`src/pid_regs.vh`:
```
// register offsets, field positions, reset values and timing counts
// for the process regulator; included by the regulator top only
`ifndef PID_REGS_VH
`define PID_REGS_VH

// register byte offsets on the apb bus
`define PID_CTRL_OFF 8'h00
`define PID_MODE_OFF 8'h04
`define PID_KEYPAD_OFF 8'h08
`define PID_KP_OFF 8'h0C
`define PID_TI_OFF 8'h10
`define PID_TD_OFF 8'h14
`define PID_TS_OFF 8'h18
`define PID_DEADBAND_OFF 8'h1C
`define PID_UPPER_OFF 8'h20
`define PID_LOWER_OFF 8'h24
`define PID_STATUS_OFF 8'h28

// control register fields
`define PID_CTRL_SRC_LSB 0
`define PID_CTRL_FB_LSB 4
`define PID_CTRL_POL_BIT 8
// mode register fields
`define PID_MODE_PRI_LSB 0
`define PID_MODE_SEC_LSB 4
`define PID_MODE_VOLT_LSB 8

// selection codes that put the drive into process regulation
`define PID_FREQ_CMD_CODE 4'h7
`define PID_VOLT_CMD_CODE 4'h6

// reset values; percent in 0.1 % steps, gain in 0.01, Ti and Td in 10 ms, Ts in 1 ms
`define PID_KEYPAD_RST 16'h0000
`define PID_KP_RST 16'h0064
`define PID_TI_RST 16'h0064
`define PID_TD_RST 16'h0000
`define PID_TS_RST 16'h0064
`define PID_DEADBAND_RST 16'h0000
`define PID_UPPER_RST 16'h03E8
`define PID_LOWER_RST 16'hFE0C

// setting ranges
`define PID_FULL_SCALE 16'h03E8
`define PID_KP_MAX 16'h2710
`define PID_TI_MAX 16'h1388
`define PID_TD_MAX 16'h03E8
`define PID_TS_MAX 16'h03E8
`define PID_KP_UNIT 24'h002710
`define PID_TIME_UNIT_MS 10
// the same 10 ms step, sized for the 24-bit divisor
`define PID_TI_SCALE 24'h00000A

// timing: sampling period counts in 1 ms steps of the 10 MHz clock
`define PID_CLK_MHZ 10
`define PID_MS_TICK_US 1000
`define PID_MS_CYCLES (`PID_CLK_MHZ * `PID_MS_TICK_US)

`endif

```
`src/pid_divider.v`:
```
// sequential signed-by-unsigned restoring divider, one bit per clock
// assumes a nonzero divisor and start only while busy is low
`timescale 1ns/1ps
module pid_divider #(
    parameter DW = 40,
    parameter VW = 24
) (
    input wire clk,
    input wire rst_n,
    input wire start,
    input wire signed [DW-1:0] dividend,
    input wire [VW-1:0] divisor,
    output reg busy,
    output reg done,
    output reg signed [DW-1:0] quotient
);
    reg [DW-1:0] q_q;
    reg [VW:0] rem_q;
    reg [VW-1:0] dvs_q;
    reg neg_q;
    reg [6:0] cnt_q;
    reg [VW:0] trial;
    reg fits;
    reg [DW-1:0] q_next;

    // one restoring step on the running remainder
    always @*
    begin
        trial = {rem_q[VW-1:0], q_q[DW-1]};
        fits = (trial >= {1'b0, dvs_q});
        q_next = {q_q[DW-2:0], fits};
    end

    // magnitude is divided, sign is restored at the end (truncates to 0)
    always @(posedge clk or negedge rst_n)
    begin
        if (!rst_n)
        begin
            q_q <= {DW{1'b0}};
            rem_q <= {(VW+1){1'b0}};
            dvs_q <= {VW{1'b0}};
            neg_q <= 1'b0;
            cnt_q <= 7'h00;
            busy <= 1'b0;
            done <= 1'b0;
            quotient <= {DW{1'b0}};
        end
        else
        begin
            done <= 1'b0;
            if (start && !busy)
            begin
                neg_q <= dividend[DW-1];
                q_q <= dividend[DW-1] ? -dividend : dividend;
                rem_q <= {(VW+1){1'b0}};
                dvs_q <= divisor;
                cnt_q <= DW[6:0];
                busy <= 1'b1;
            end
            else if (busy)
            begin
                rem_q <= fits ? trial - {1'b0, dvs_q} : trial;
                q_q <= q_next;
                cnt_q <= cnt_q - 7'h01;
                if (cnt_q == 7'h01)
                begin
                    busy <= 1'b0;
                    done <= 1'b1;
                    quotient <= neg_q ? -q_next : q_next;
                end
            end
        end
    end
endmodule // pid_divider

```
`src/pid_regulator.v`:
```
// process regulator: setpoint and feedback selection, sampled pid,
// deadband, output clamping, apb register file
// assumes all inputs synchronous to pclk; channel values in 0.1 % steps
//
// The address map and the APB slave port were decided locally.
`timescale 1ns/1ps
`include "pid_regs.vh"

// Function
// - regulate when freq code 7 or voltage 6
// - setpoint code picks keypad, inputs or buses
// - setpoint and feedback are relative percentages
// - keypad setpoint -100..100 %, default zero
// - feedback code picks inputs or buses, default 0
// - polarity 0 lowers output when feedback high
// - polarity 1 raises output when feedback high
// - gain 0..100, 100 gives full-scale per 100 %
// - integral reaches full scale after integral time
// - derivative full scale per 100 % in time
// - one update per sampling period 1..1000 ms
// - deviation limit held, default zero
// - inside deviation limit output stays unchanged
// - output clamped between upper and lower limits
module pid_regulator #(
    parameter MS_CYCLES = `PID_MS_CYCLES
) (
    input wire pclk,
    input wire presetn,
    input wire psel,
    input wire penable,
    input wire pwrite,
    input wire [7:0] paddr,
    input wire [31:0] pwdata,
    output reg [31:0] prdata,
    output wire pready,
    output reg pslverr,
    input wire signed [15:0] analog_input_one,
    input wire signed [15:0] analog_input_two,
    input wire signed [15:0] analog_input_three,
    input wire signed [15:0] high_speed_pulse_input,
    input wire signed [15:0] multi_step_speed_value,
    input wire signed [15:0] modbus_value,
    input wire signed [15:0] fieldbus_value,
    input wire signed [15:0] ethernet_value,
    output wire pid_active,
    output wire ref_is_voltage,
    output reg signed [15:0] reference_out,
    output reg reference_strobe
);
    localparam S_IDLE = 5'b00001;
    localparam S_PROP = 5'b00010;
    localparam S_INTG = 5'b00100;
    localparam S_DERV = 5'b01000;
    localparam S_SUM = 5'b10000;

    reg [3:0] setpoint_source_select;
    reg [2:0] feedback_source_select;
    reg output_polarity_select;
    reg [3:0] primary_freq_command_select;
    reg [3:0] secondary_freq_command_select;
    reg [3:0] voltage_channel_select;
    reg signed [15:0] keypad_setpoint_value;
    reg [15:0] proportional_gain_setting;
    reg [15:0] integral_time_setting;
    reg [15:0] derivative_time_setting;
    reg [15:0] sample_period_setting;
    reg [15:0] error_deadband_limit;
    reg signed [15:0] output_upper_limit;
    reg signed [15:0] output_lower_limit;

    reg [4:0] state_q;
    reg [13:0] ms_cnt_q;
    reg [9:0] period_cnt_q;
    reg signed [12:0] err_q;
    reg signed [12:0] fb_prev_q;
    reg signed [12:0] dfb_q;
    reg signed [39:0] acc_q;
    reg signed [39:0] p_term_q;
    reg signed [39:0] i_term_q;
    reg in_band_q;
    reg div_start_q;
    reg signed [39:0] div_num_q;
    reg [23:0] div_den_q;
    wire div_busy;
    wire div_done;
    wire signed [39:0] div_quot;

    // clip a signed value into [lo, hi]
    function signed [15:0] clip;
        input signed [41:0] v;
        input signed [15:0] lo;
        input signed [15:0] hi;
        begin
            if (v > hi)
                clip = hi;
            else if (v < lo)
                clip = lo;
            else
                clip = v[15:0];
        end
    endfunction

    // write range limiter for unsigned settings
    function [15:0] umax;
        input [31:0] v;
        input [15:0] hi;
        begin
            umax = (v[31:16] != 16'h0000 || v[15:0] > hi) ? hi : v[15:0];
        end
    endfunction

    wire signed [15:0] full_pos = `PID_FULL_SCALE;
    wire signed [15:0] full_neg = -`PID_FULL_SCALE;

    // process mode decode
    assign pid_active =
        (primary_freq_command_select == `PID_FREQ_CMD_CODE) ||
        (secondary_freq_command_select == `PID_FREQ_CMD_CODE) ||
        (voltage_channel_select == `PID_VOLT_CMD_CODE);
    assign ref_is_voltage = (voltage_channel_select == `PID_VOLT_CMD_CODE);

    // setpoint channel mux; reserved codes give a zero setpoint
    reg signed [15:0] sp_raw;
    always @*
    begin
        case (setpoint_source_select)
            4'h0: sp_raw = keypad_setpoint_value;
            4'h1: sp_raw = analog_input_one;
            4'h2: sp_raw = analog_input_two;
            4'h3: sp_raw = analog_input_three;
            4'h4: sp_raw = high_speed_pulse_input;
            4'h5: sp_raw = multi_step_speed_value;
            4'h6: sp_raw = modbus_value;
            4'h7: sp_raw = fieldbus_value;
            4'h8: sp_raw = ethernet_value;
            default: sp_raw = 16'h0000;
        endcase
    end

    // feedback channel mux; code 7 is reserved and reads zero
    reg signed [15:0] fb_raw;
    always @*
    begin
        case (feedback_source_select)
            3'h0: fb_raw = analog_input_one;
            3'h1: fb_raw = analog_input_two;
            3'h2: fb_raw = analog_input_three;
            3'h3: fb_raw = high_speed_pulse_input;
            3'h4: fb_raw = modbus_value;
            3'h5: fb_raw = fieldbus_value;
            3'h6: fb_raw = ethernet_value;
            default: fb_raw = 16'h0000;
        endcase
    end

    // relative arithmetic: 1000 counts is 100 % of the controlled system
    wire signed [15:0] sp_rel = clip({{26{sp_raw[15]}}, sp_raw},
        full_neg, full_pos);
    wire signed [15:0] fb_rel = clip({{26{fb_raw[15]}}, fb_raw},
        full_neg, full_pos);
    wire signed [12:0] err_raw = sp_rel[12:0] - fb_rel[12:0];
    // polarity 1 flips the sign so rising feedback raises the output
    wire signed [12:0] err_now =
        output_polarity_select ? -err_raw : err_raw;
    wire [12:0] err_mag = err_now[12] ? -err_now : err_now;
    wire in_band = ({3'b000, err_mag} <= error_deadband_limit);
    wire signed [12:0] dfb_now = fb_prev_q - fb_rel[12:0];

    // millisecond prescaler and sampling period counter
    wire ms_tick = (ms_cnt_q == MS_CYCLES - 1);
    wire sample_tick = ms_tick &&
        ({6'h00, period_cnt_q} >= sample_period_setting - 16'h0001);
    always @(posedge pclk or negedge presetn)
    begin
        if (!presetn)
        begin
            ms_cnt_q <= 14'h0000;
            period_cnt_q <= 10'h000;
        end
        else if (!pid_active)
        begin
            ms_cnt_q <= 14'h0000;
            period_cnt_q <= 10'h000;
        end
        else
        begin
            ms_cnt_q <= ms_tick ? 14'h0000 : ms_cnt_q + 14'h0001;
            if (sample_tick)
                period_cnt_q <= 10'h000;
            else if (ms_tick)
                period_cnt_q <= period_cnt_q + 10'h001;
        end
    end

    // integral grows by e*Ts; its term is that sum over ten times Ti
    wire signed [39:0] acc_step = err_now * $signed({1'b0,
        sample_period_setting[9:0]});
    wire signed [39:0] acc_sum = acc_q + acc_step;
    // bound the sum so the integral term alone stays within 200 %
    wire signed [39:0] acc_lim = $signed({16'h0000, 24'h0007D0}) *
        $signed({24'h000000, integral_time_setting}) *
        `PID_TIME_UNIT_MS;

    // one update per sample: P, then I, then D on the shared divider
    always @(posedge pclk or negedge presetn)
    begin
        if (!presetn)
        begin
            state_q <= S_IDLE;
            err_q <= 13'h0000;
            fb_prev_q <= 13'h0000;
            dfb_q <= 13'h0000;
            acc_q <= 40'h0000000000;
            p_term_q <= 40'h0000000000;
            i_term_q <= 40'h0000000000;
            in_band_q <= 1'b0;
            div_start_q <= 1'b0;
            div_num_q <= 40'h0000000000;
            div_den_q <= 24'h000001;
            reference_out <= 16'h0000;
            reference_strobe <= 1'b0;
        end
        else
        begin
            div_start_q <= 1'b0;
            reference_strobe <= 1'b0;
            case (state_q)
                S_IDLE:
                begin
                    if (sample_tick)
                    begin
                        fb_prev_q <= fb_rel[12:0];
                        dfb_q <= output_polarity_select ? -dfb_now : dfb_now;
                        err_q <= err_now;
                        in_band_q <= in_band;
                        if (!in_band)
                        begin
                            if (acc_sum > acc_lim)
                                acc_q <= acc_lim;
                            else if (acc_sum < -acc_lim)
                                acc_q <= -acc_lim;
                            else
                                acc_q <= acc_sum;
                            // full scale per 100 % error at gain 100.00
                            div_num_q <= err_now *
                                $signed({1'b0, proportional_gain_setting});
                            div_den_q <= `PID_KP_UNIT;
                            div_start_q <= 1'b1;
                            state_q <= S_PROP;
                        end
                    end
                end
                S_PROP:
                begin
                    if (div_done)
                    begin
                        p_term_q <= div_quot;
                        // integral time zero turns the integral off
                        div_num_q <= (integral_time_setting == 16'h0000) ?
                            40'h0000000000 : acc_q;
                        div_den_q <= (integral_time_setting == 16'h0000) ?
                            24'h000001 : {8'h00, integral_time_setting} *
                            `PID_TI_SCALE;
                        div_start_q <= 1'b1;
                        state_q <= S_INTG;
                    end
                end
                S_INTG:
                begin
                    if (div_done)
                    begin
                        i_term_q <= div_quot;
                        // change of feedback times Td over Ts; Td 0 is off
                        div_num_q <= dfb_q * $signed({1'b0,
                            derivative_time_setting}) *
                            `PID_TIME_UNIT_MS;
                        div_den_q <= {8'h00, sample_period_setting};
                        div_start_q <= 1'b1;
                        state_q <= S_DERV;
                    end
                end
                S_DERV:
                begin
                    if (div_done)
                    begin
                        reference_out <= clip(p_term_q + i_term_q + div_quot,
                            output_lower_limit,
                            output_upper_limit);
                        reference_strobe <= 1'b1;
                        state_q <= S_SUM;
                    end
                end
                S_SUM:
                    state_q <= S_IDLE;
                default:
                    state_q <= S_IDLE;
            endcase
        end
    end

    pid_divider #(
        .DW(40),
        .VW(24)
    ) u_div (
        .clk(pclk),
        .rst_n(presetn),
        .start(div_start_q),
        .dividend(div_num_q),
        .divisor(div_den_q),
        .busy(div_busy),
        .done(div_done),
        .quotient(div_quot)
    );

    // zero-wait apb slave; read data is latched in the setup phase
    assign pready = 1'b1;
    wire setup = psel && !penable;
    wire wr_en = psel && penable && pwrite;
    reg mapped;
    reg [31:0] rd_mux;
    always @*
    begin
        mapped = 1'b1;
        case (paddr)
            `PID_CTRL_OFF: rd_mux = {23'h000000, output_polarity_select,
                1'b0, feedback_source_select, setpoint_source_select};
            `PID_MODE_OFF: rd_mux = {20'h00000, voltage_channel_select,
                secondary_freq_command_select, primary_freq_command_select};
            `PID_KEYPAD_OFF: rd_mux = {{16{keypad_setpoint_value[15]}},
                keypad_setpoint_value};
            `PID_KP_OFF: rd_mux = {16'h0000, proportional_gain_setting};
            `PID_TI_OFF: rd_mux = {16'h0000, integral_time_setting};
            `PID_TD_OFF: rd_mux = {16'h0000, derivative_time_setting};
            `PID_TS_OFF: rd_mux = {16'h0000, sample_period_setting};
            `PID_DEADBAND_OFF: rd_mux = {16'h0000, error_deadband_limit};
            `PID_UPPER_OFF: rd_mux = {{16{output_upper_limit[15]}},
                output_upper_limit};
            `PID_LOWER_OFF: rd_mux = {{16{output_lower_limit[15]}},
                output_lower_limit};
            `PID_STATUS_OFF: rd_mux = {reference_out, 12'h000, in_band_q,
                div_busy, ~state_q[0], pid_active};
            default:
            begin
                rd_mux = 32'h00000000;
                mapped = 1'b0;
            end
        endcase
    end

    always @(posedge pclk or negedge presetn)
    begin
        if (!presetn)
        begin
            prdata <= 32'h00000000;
            pslverr <= 1'b0;
        end
        else if (setup)
        begin
            prdata <= pwrite ? 32'h00000000 : rd_mux;
            pslverr <= !mapped || (pwrite && paddr == `PID_STATUS_OFF);
        end
    end

    // register writes, clipped to their setting ranges
    always @(posedge pclk or negedge presetn)
    begin
        if (!presetn)
        begin
            setpoint_source_select <= 4'h0;
            feedback_source_select <= 3'h0;
            output_polarity_select <= 1'b0;
            primary_freq_command_select <= 4'h0;
            secondary_freq_command_select <= 4'h0;
            voltage_channel_select <= 4'h0;
            keypad_setpoint_value <= `PID_KEYPAD_RST;
            proportional_gain_setting <= `PID_KP_RST;
            integral_time_setting <= `PID_TI_RST;
            derivative_time_setting <= `PID_TD_RST;
            sample_period_setting <= `PID_TS_RST;
            error_deadband_limit <= `PID_DEADBAND_RST;
            output_upper_limit <= `PID_UPPER_RST;
            output_lower_limit <= `PID_LOWER_RST;
        end
        else if (wr_en)
        begin
            case (paddr)
                `PID_CTRL_OFF:
                begin
                    setpoint_source_select <= pwdata[`PID_CTRL_SRC_LSB+:4];
                    feedback_source_select <= pwdata[`PID_CTRL_FB_LSB+:3];
                    output_polarity_select <= pwdata[`PID_CTRL_POL_BIT];
                end
                `PID_MODE_OFF:
                begin
                    primary_freq_command_select <=
                        pwdata[`PID_MODE_PRI_LSB+:4];
                    secondary_freq_command_select <=
                        pwdata[`PID_MODE_SEC_LSB+:4];
                    voltage_channel_select <= pwdata[`PID_MODE_VOLT_LSB+:4];
                end
                `PID_KEYPAD_OFF: keypad_setpoint_value <=
                    clip({{10{pwdata[31]}}, pwdata}, full_neg, full_pos);
                `PID_KP_OFF: proportional_gain_setting <=
                    umax(pwdata, `PID_KP_MAX);
                `PID_TI_OFF: integral_time_setting <=
                    umax(pwdata, `PID_TI_MAX);
                `PID_TD_OFF: derivative_time_setting <=
                    umax(pwdata, `PID_TD_MAX);
                // a zero period would stall sampling, so it reads as 1 ms
                `PID_TS_OFF: sample_period_setting <=
                    (pwdata == 32'h00000000) ? 16'h0001 :
                    umax(pwdata, `PID_TS_MAX);
                `PID_DEADBAND_OFF: error_deadband_limit <=
                    umax(pwdata, `PID_FULL_SCALE);
                `PID_UPPER_OFF: output_upper_limit <=
                    clip({{10{pwdata[31]}}, pwdata}, output_lower_limit,
                    full_pos);
                `PID_LOWER_OFF: output_lower_limit <=
                    clip({{10{pwdata[31]}}, pwdata}, full_neg,
                    output_upper_limit);
                default:
                    keypad_setpoint_value <= keypad_setpoint_value;
            endcase
        end
    end
endmodule // pid_regulator

```
`config.mk`:
```
export PLATFORM = sky130hd
export DESIGN_NAME = pid_regulator
export DESIGN_NICKNAME = d
export VERILOG_FILES = /design/src/pid_divider.v /design/src/pid_regulator.v
export VERILOG_INCLUDE_DIRS = /design/src
export SDC_FILE = /design/constraint.sdc
export NUM_CORES = 2
export LEC_CHECK = 0
export BUFFER_PORTS_ARGS = -buffer_cell sky130_fd_sc_hd__buf_2
export CORE_MARGIN = 2
export CORE_UTILIZATION = 42
export DETAILED_ROUTE_END_ITERATION = 7
export PLACE_DENSITY = 0.61
export SLEW_MARGIN = 20
export SYNTH_ARGS = -nofsm -noshare
export SYNTH_HDL_FRONTEND = slang
export SYNTH_HIERARCHICAL = 1
export SYNTH_SLANG_ARGS = --single-unit
```
`constraint.sdc`:
```
create_clock -name pclk -period 19.7 [get_ports pclk]
set_clock_uncertainty 0.1 [all_clocks]
set_input_delay 5.91 -clock pclk [delete_from_list [all_inputs] [get_ports pclk]]
set_output_delay 5.91 -clock pclk [all_outputs]
set_load 0.01 [all_outputs]
```
* Yosys cells after proc, flatten, opt, wreduce, memory -nomap -nowiden
Index checks and enable logic that the tools add are counted.
** Storage, ports and cells
- Register bits after elaboration :: 577
- Output and inout bits :: 53
- Word-level logic and storage cells :: 232
** Operators by class
- $add $sub $neg :: 16
- Multipliers :: 7
- $lt $le $gt $ge :: 18
- Equal/unequal tests :: 39
- Muxes and demuxes :: 68
- Bitwise gates (word level) :: 3
- Reduce and logical (&&, ||, !) cells :: 43
** Operators by type and width (count)
- 2-to-1 mux 40 bit :: 11
- case mux 32 bit (11 select lines) :: 1
- 2-to-1 mux 16 bit :: 11
- 2-to-1 mux 24 bit :: 7
- case mux 16 bit (9 select lines) :: 1
- case mux 40 bit (3 select lines) :: 1
- case mux 16 bit (7 select lines) :: 1
- 2-to-1 mux 13 bit :: 7
- negator 40 bit :: 2
- case mux 24 bit (3 select lines) :: 1
- multiplier 13 x 17 -> 30 bit :: 2
- adder 41 x 40 -> 42 bit :: 1
- > comparator 42 x 16 -> 1 bit :: 1
- < comparator 42 x 16 -> 1 bit :: 1
- adder 40 x 40 -> 41 bit :: 1
- adder 40 x 24 -> 40 bit :: 1
- > comparator 40 x 32 -> 1 bit :: 1
- < comparator 40 bit :: 1
- negator 31 -> 40 bit :: 1
- negator 13 bit :: 3
- multiplier 30 x 4 -> 34 bit (second input constant) :: 1
- == test 8 x 5 -> 1 bit (second input constant) :: 4
- > comparator 16 x 11 -> 1 bit (second input constant) :: 2
- > comparator 32 x 11 -> 1 bit (second input constant) :: 1
- other kinds (65) :: 130

* Longest topological paths before layout
- Word-level depth :: 14
- Depth in mapped cells :: 69

* Modules after synthesis
The synthesis kept the hierarchy.
** By module, submodules not included
- pid_regulator :: times used 1, cells an instance 6816, area each 60739.5 um2, seq. area each 10918.0 um2
- pid_divider :: times used 1, cells an instance 991, area each 8445.6 um2, seq. area each 3453.3 um2

* Worst setup path before layout
Ideal clock, no wire load.
- Path type :: input -> register
- Start :: input ethernet_value[5]
- End :: register acc_q[9]
- Setup time :: 0.130 ns
- Arrival :: 18.781 ns
- Data required time :: 19.470 ns
- Setup slack :: 0.689 ns
- Stages :: 56
- Path buffers :: 6
- Path through :: or4bb_1 a21oi_1 nor4_1 or4_1 nor2_4 o21a_1 o21ai_1 nand2_1 nand2_1 ha_1 clkbuf_1 and3_1 nand2_1 a2111oi_0 nor2_1 or4b_1 nand3_1 o31a_1 [20 not listed] a221oi_1 o31a_1 clkbuf_1 xnor2_1 ha_1 nand3_1 or4_1 a31oi_1 o22a_1 o2111ai_1 nand3_1 o221ai_1 a41oi_1 buf_2 buf_1 nor3_1 nor3_1 o21ai_0
** Between the ends
- Word-level cells in the longest chain between the ends :: 12
- Elaborated cells on any way between the ends :: 24
- Those cells by class :: add/sub (4); mul (1); order compare (7); mux (10); bitwise (1); reduce/logical (1)
** RTL lines
- start: declaration :: line pid_regulator.v:44 : input wire signed [15:0] ethernet_value,
- case mux 16 bit (9 select lines) / case mux 16 bit (7 select lines) (equally long branches) :: line pid_regulator.v:126, pid_regulator.v:144
- < comparator 16 x 11 -> 1 bit :: line pid_regulator.v:96 : else if (v < lo)
- 2-to-1 mux 13 bit :: line pid_regulator.v:96
- 2-to-1 mux 13 bit :: line pid_regulator.v:94 : if (v > hi)
- subtractor 13 bit (*) :: line pid_regulator.v:161 : wire signed [12:0] err_raw = sp_rel[12:0] - fb_rel[12:0];
- negator 13 bit :: line pid_regulator.v:164 : output_polarity_select ? -err_raw : err_raw;
- 2-to-1 mux 13 bit (*) :: line pid_regulator.v:164
- multiplier 13 x 11 -> 24 bit / negator 13 bit (equally long branches) :: line pid_regulator.v:196, pid_regulator.v:165
- adder 40 x 24 -> 40 bit / 2-to-1 mux 13 bit (equally long branches) :: line pid_regulator.v:198, pid_regulator.v:165
- < comparator 40 bit / <= comparator 13 x 16 -> 1 bit (equally long branches) :: line pid_regulator.v:240, pid_regulator.v:166
- 2-to-1 mux 40 bit / inverter 1 bit (equally long branches)
- 2-to-1 mux 40 bit / AND reduction 3 bit (equally long branches)
- end signal: assignment :: line pid_regulator.v:239 : acc_q <= acc_lim;
- end signal: assignment :: line pid_regulator.v:241 : acc_q <= -acc_lim;
- end signal: assignment :: line pid_regulator.v:243 : acc_q <= acc_sum;
- end: declaration :: line pid_regulator.v:77 : reg signed [39:0] acc_q;
Mark *: on every way between the ends. The rest lies on a longest branch, timed or not.
A chain may end at the register's enable or synchronous reset.

* Worst setup path in the final report
- Start :: input ethernet_value[5]
- End :: register acc_q[13]
Same word-level chain as after synthesis.

==> impl_results.md <==
* Status: finished clean
* Core area at 163100 um2
* # clock sinks at 573
* GRT Overall Usage at 0.2683
* Synth top area share at 0.1978
* CP most frequent cell: fa_1
* Prevailing post-synth register cell: dfrtp_1
* Worst hold path type: reg -> reg
* Max IR drop VDD at 226.1 uV
* Starting Density at 0.4241
* Post-CTS Resized at 0
* Ant diodes at 0
* Grt ovf at 0
* Syn Inst Count at 7807
* Final nets at 9536
* Area contributors post-synth: dfrtp_1, fa_1, ha_1, nand2_1, inv_1
* Setup TNS at 0 ns
* Final Max Slew Viols at 0
* Max_cap viols at 0
* CP delay by family, top: compound AO/OA/AOI/OAI gates
* Worst path max stage delay at 0.80 ns
* Sequential Power Share at 0.154
* Worst r2r src: setpoint_source_select[1]$_DFFE_PN0P_
* Die ar. at 168000 um2
* Syn avg cell area at 8.862 um2
* CTS root buf: clkbuf_16
* Net Sw Power at 3.815 mW
* PwrDens at 102.8 nW/um2
* Place WS at 0.2628 ns
* FF-to-FF End: acc_q[13]$_DFFE_PN0P_
* Die height at 409.9 um
* Worst-path clk slew at 0.06 ns
* Largest net degree at the start of global routing at 154
* DR vias/cell at 5.761
* IO buf count at 224
* EDFF count, synth at 0
* Fin area at 75620 um2
* Initial DRT Pass Iterations at 7
* RePlAce Congestion at 0.9743
* Seq cells post-synth at 573
* WL final at 227800 um
* Most common cell in the synthesized netlist: nand2_1
* Tcrit/Tclk final at 0.9529
* # setup viols final at 0
* Antenna violation net count after detailed routing at 0
* DP Area at 73320 um2
* Detailed placement HPWL at 180000 um
* Final hold vios at 0
* FF-to-FF setup slack at 4.93 ns
* CP Capture Type: register
* Crit-path max FO at 6
* Initial antenna violation count at 14
* Num rows at 148
* Synth-to-layout area growth at 9.305%
* CTS tree: built
* Fillers at 15790
* First-pass GRT wire length at 351000 um
* Worst-Margin Slew at 1.265 ns
* Worst Reg-to-Reg Cells at 57
* CP arrival at 19.27 ns
* Area leader, netlist: dfrtp_1
* Critical path launch point: ethernet_value[5]
* Static leakage at 37.27 nW
* Routed vias at 58640
* WL/cell at 22.38 um
* Max-slew headroom at 0.1565
* CTS max path bufs at 3
* Peak Freq at 53.27 MHz
* Hold path cells at 1
* Worst setup endpoint: acc_q[13]$_DFFE_PN0P_
* Die Span X at 409.9 um
* # hold bufs at CTS at 0
* CTS Buf Count at 67
* Crit path buffers/inverters at 8
* Post-synthesis sequential area ratio at 0.2077
* Layout cells sized above 1 at 0.09620
* Clk_lat worst skew at 0.69 ns
* WP data required at 20.19 ns
* Async set-reset flop share out of synthesis at 1.000
* Int Power at 3.958 mW
* WHS at 0.3660 ns
* Post-synth top cells: nand2_1, inv_1, ha_1, fa_1, dfrtp_1
* Startpoint types: input port
* Comb pwr share at 0.677
* Final worst slack at 0.9285 ns
* Num ports at 226
* Slowest cell on crit path: a2111oi_0
* RSZ-0062 raised after global routing: false
* Initial DRC count at 5275
* CP Class: in -> reg
* Number of cells on the critical path at 58
* Synth unique cells at 102
* Setup bufs post-CTS at 0
* Vias in the first global route at 58300
* Clock share of power at 0.169
* Tmin final at 18.77 ns
* Drt drc at 0
* Syn. warnings at 6
* Switching share of power at 0.4908
* Synthesized area at 69190 um2
* H-tree depth at 3
## stage by stage
| stage | util | power, mW | instances |
|---|---|---|---|
| 2_1_floorplan | - | 4.744 | 7810 |
| 3_3_place_gp | 0.4494 | 6.357 | 10060 |
| 3_5_place_dp | 0.4494 | 6.391 | 10060 |
| 4_1_cts | 0.4634 | 7.753 | 10180 |
| 5_1_grt | 0.4635 | 8.394 | 10180 |
| 6_report | 0.4635 | 7.774 | 10180 |
## state kept, by name, summed over array words and instances, names as in the netlist, 20 cells and up
| name | count |
|---|---|
| i_term_q | 40 |
| p_term_q | 40 |
| u_div/quotient | 40 |
| div_den_q | 20 |
| u_div/dvs_q | 24 |
| u_div/q_q | 40 |
| u_div/rem_q | 24 |
| prdata | 32 |
| acc_q | 40 |
| div_num_q | 40 |
## metal layers
layer | GRT usage | part of all wire | vias up
met5 | 0 | 0.000031 | -
met4 | 0.1033 | 0.042 | 2
met3 | 0.03697 | 0.066 | 411
met2 | 0.4247 | 0.45 | 1980
met1 | 0.3716 | 0.44 | 29210
li1 | - | - | 27030
## worst min path at each step
stage                      startpoint                     end
2_1_floorplan   ms_cnt_q[0]$_DFF_PN0_   ms_cnt_q[0]$_DFF_PN0_
3_3_place_gp    ms_cnt_q[0]$_DFF_PN0_   ms_cnt_q[0]$_DFF_PN0_
3_5_place_dp   prdata[13]$_DFFE_PN0P_  prdata[13]$_DFFE_PN0P_
4_1_cts         ms_cnt_q[0]$_DFF_PN0_   ms_cnt_q[0]$_DFF_PN0_
5_1_grt         ms_cnt_q[0]$_DFF_PN0_   ms_cnt_q[0]$_DFF_PN0_
6_report        ms_cnt_q[0]$_DFF_PN0_   ms_cnt_q[0]$_DFF_PN0_
## logic make-up (layout without fill, tap and decap cells)
group / count (synthesis) / count (layout) / share of synthesized area
mux: 197 / 197 / 0.03114
fa+ha+maj: 1412 / 1412 / 0.3212
xor+xnor: 384 / 384 / 0.04861
flops: 573 / 573 / 0.2077
buf+inv: 1180 / 1374 / 0.06567
compound gates: 1682 / 1682 / 0.1573
simple gates: 2377 / 2377 / 0.1683
other cells: 2 / 5 / 0.0001085
## final cells by class
class	count	area [um2]	area share
Sequential cell	573	14380	0.1901
Inverter	830	3115	0.04120
Clock inverter	34	442.9	0.005857
Timing Repair Buffer	423	2675	0.03537
Tap cell	2175	2721	0.03599
Clock buffer	87	1833	0.02424
Multi-Input combinational cell	6057	50460	0.6672
## power by group through the flow
stage	Combinational [mW]	Sequential (mW)	Clock, mW
6_report	5.26	1.20	1.31
5_1_grt	5.82	1.20	1.38
4_1_cts	5.22	1.20	1.34
3_5_place_dp	5.17	1.22	0
3_3_place_gp	5.14	1.22	0
2_1_floorplan	3.54	1.21	0
## cells in the final DEF, fill, tap and decap left out, types with 168 or more instances in the layout
master / Yosys / final
nor2_1: 345 / 341
dfrtp_1: 547 / 541
ha_1: 804 / 804
buf_4: 4 / 195
o21ai_0: 454 / 453
and2_1: 168 / 168
buf_2: 31 / 223
inv_1: 828 / 828
a21oi_1: 395 / 394
fa_1: 607 / 607
xor2_1: 177 / 172
nand2_1: 955 / 954
xnor2_1: 207 / 202
(Power assumes the default switching activity.)
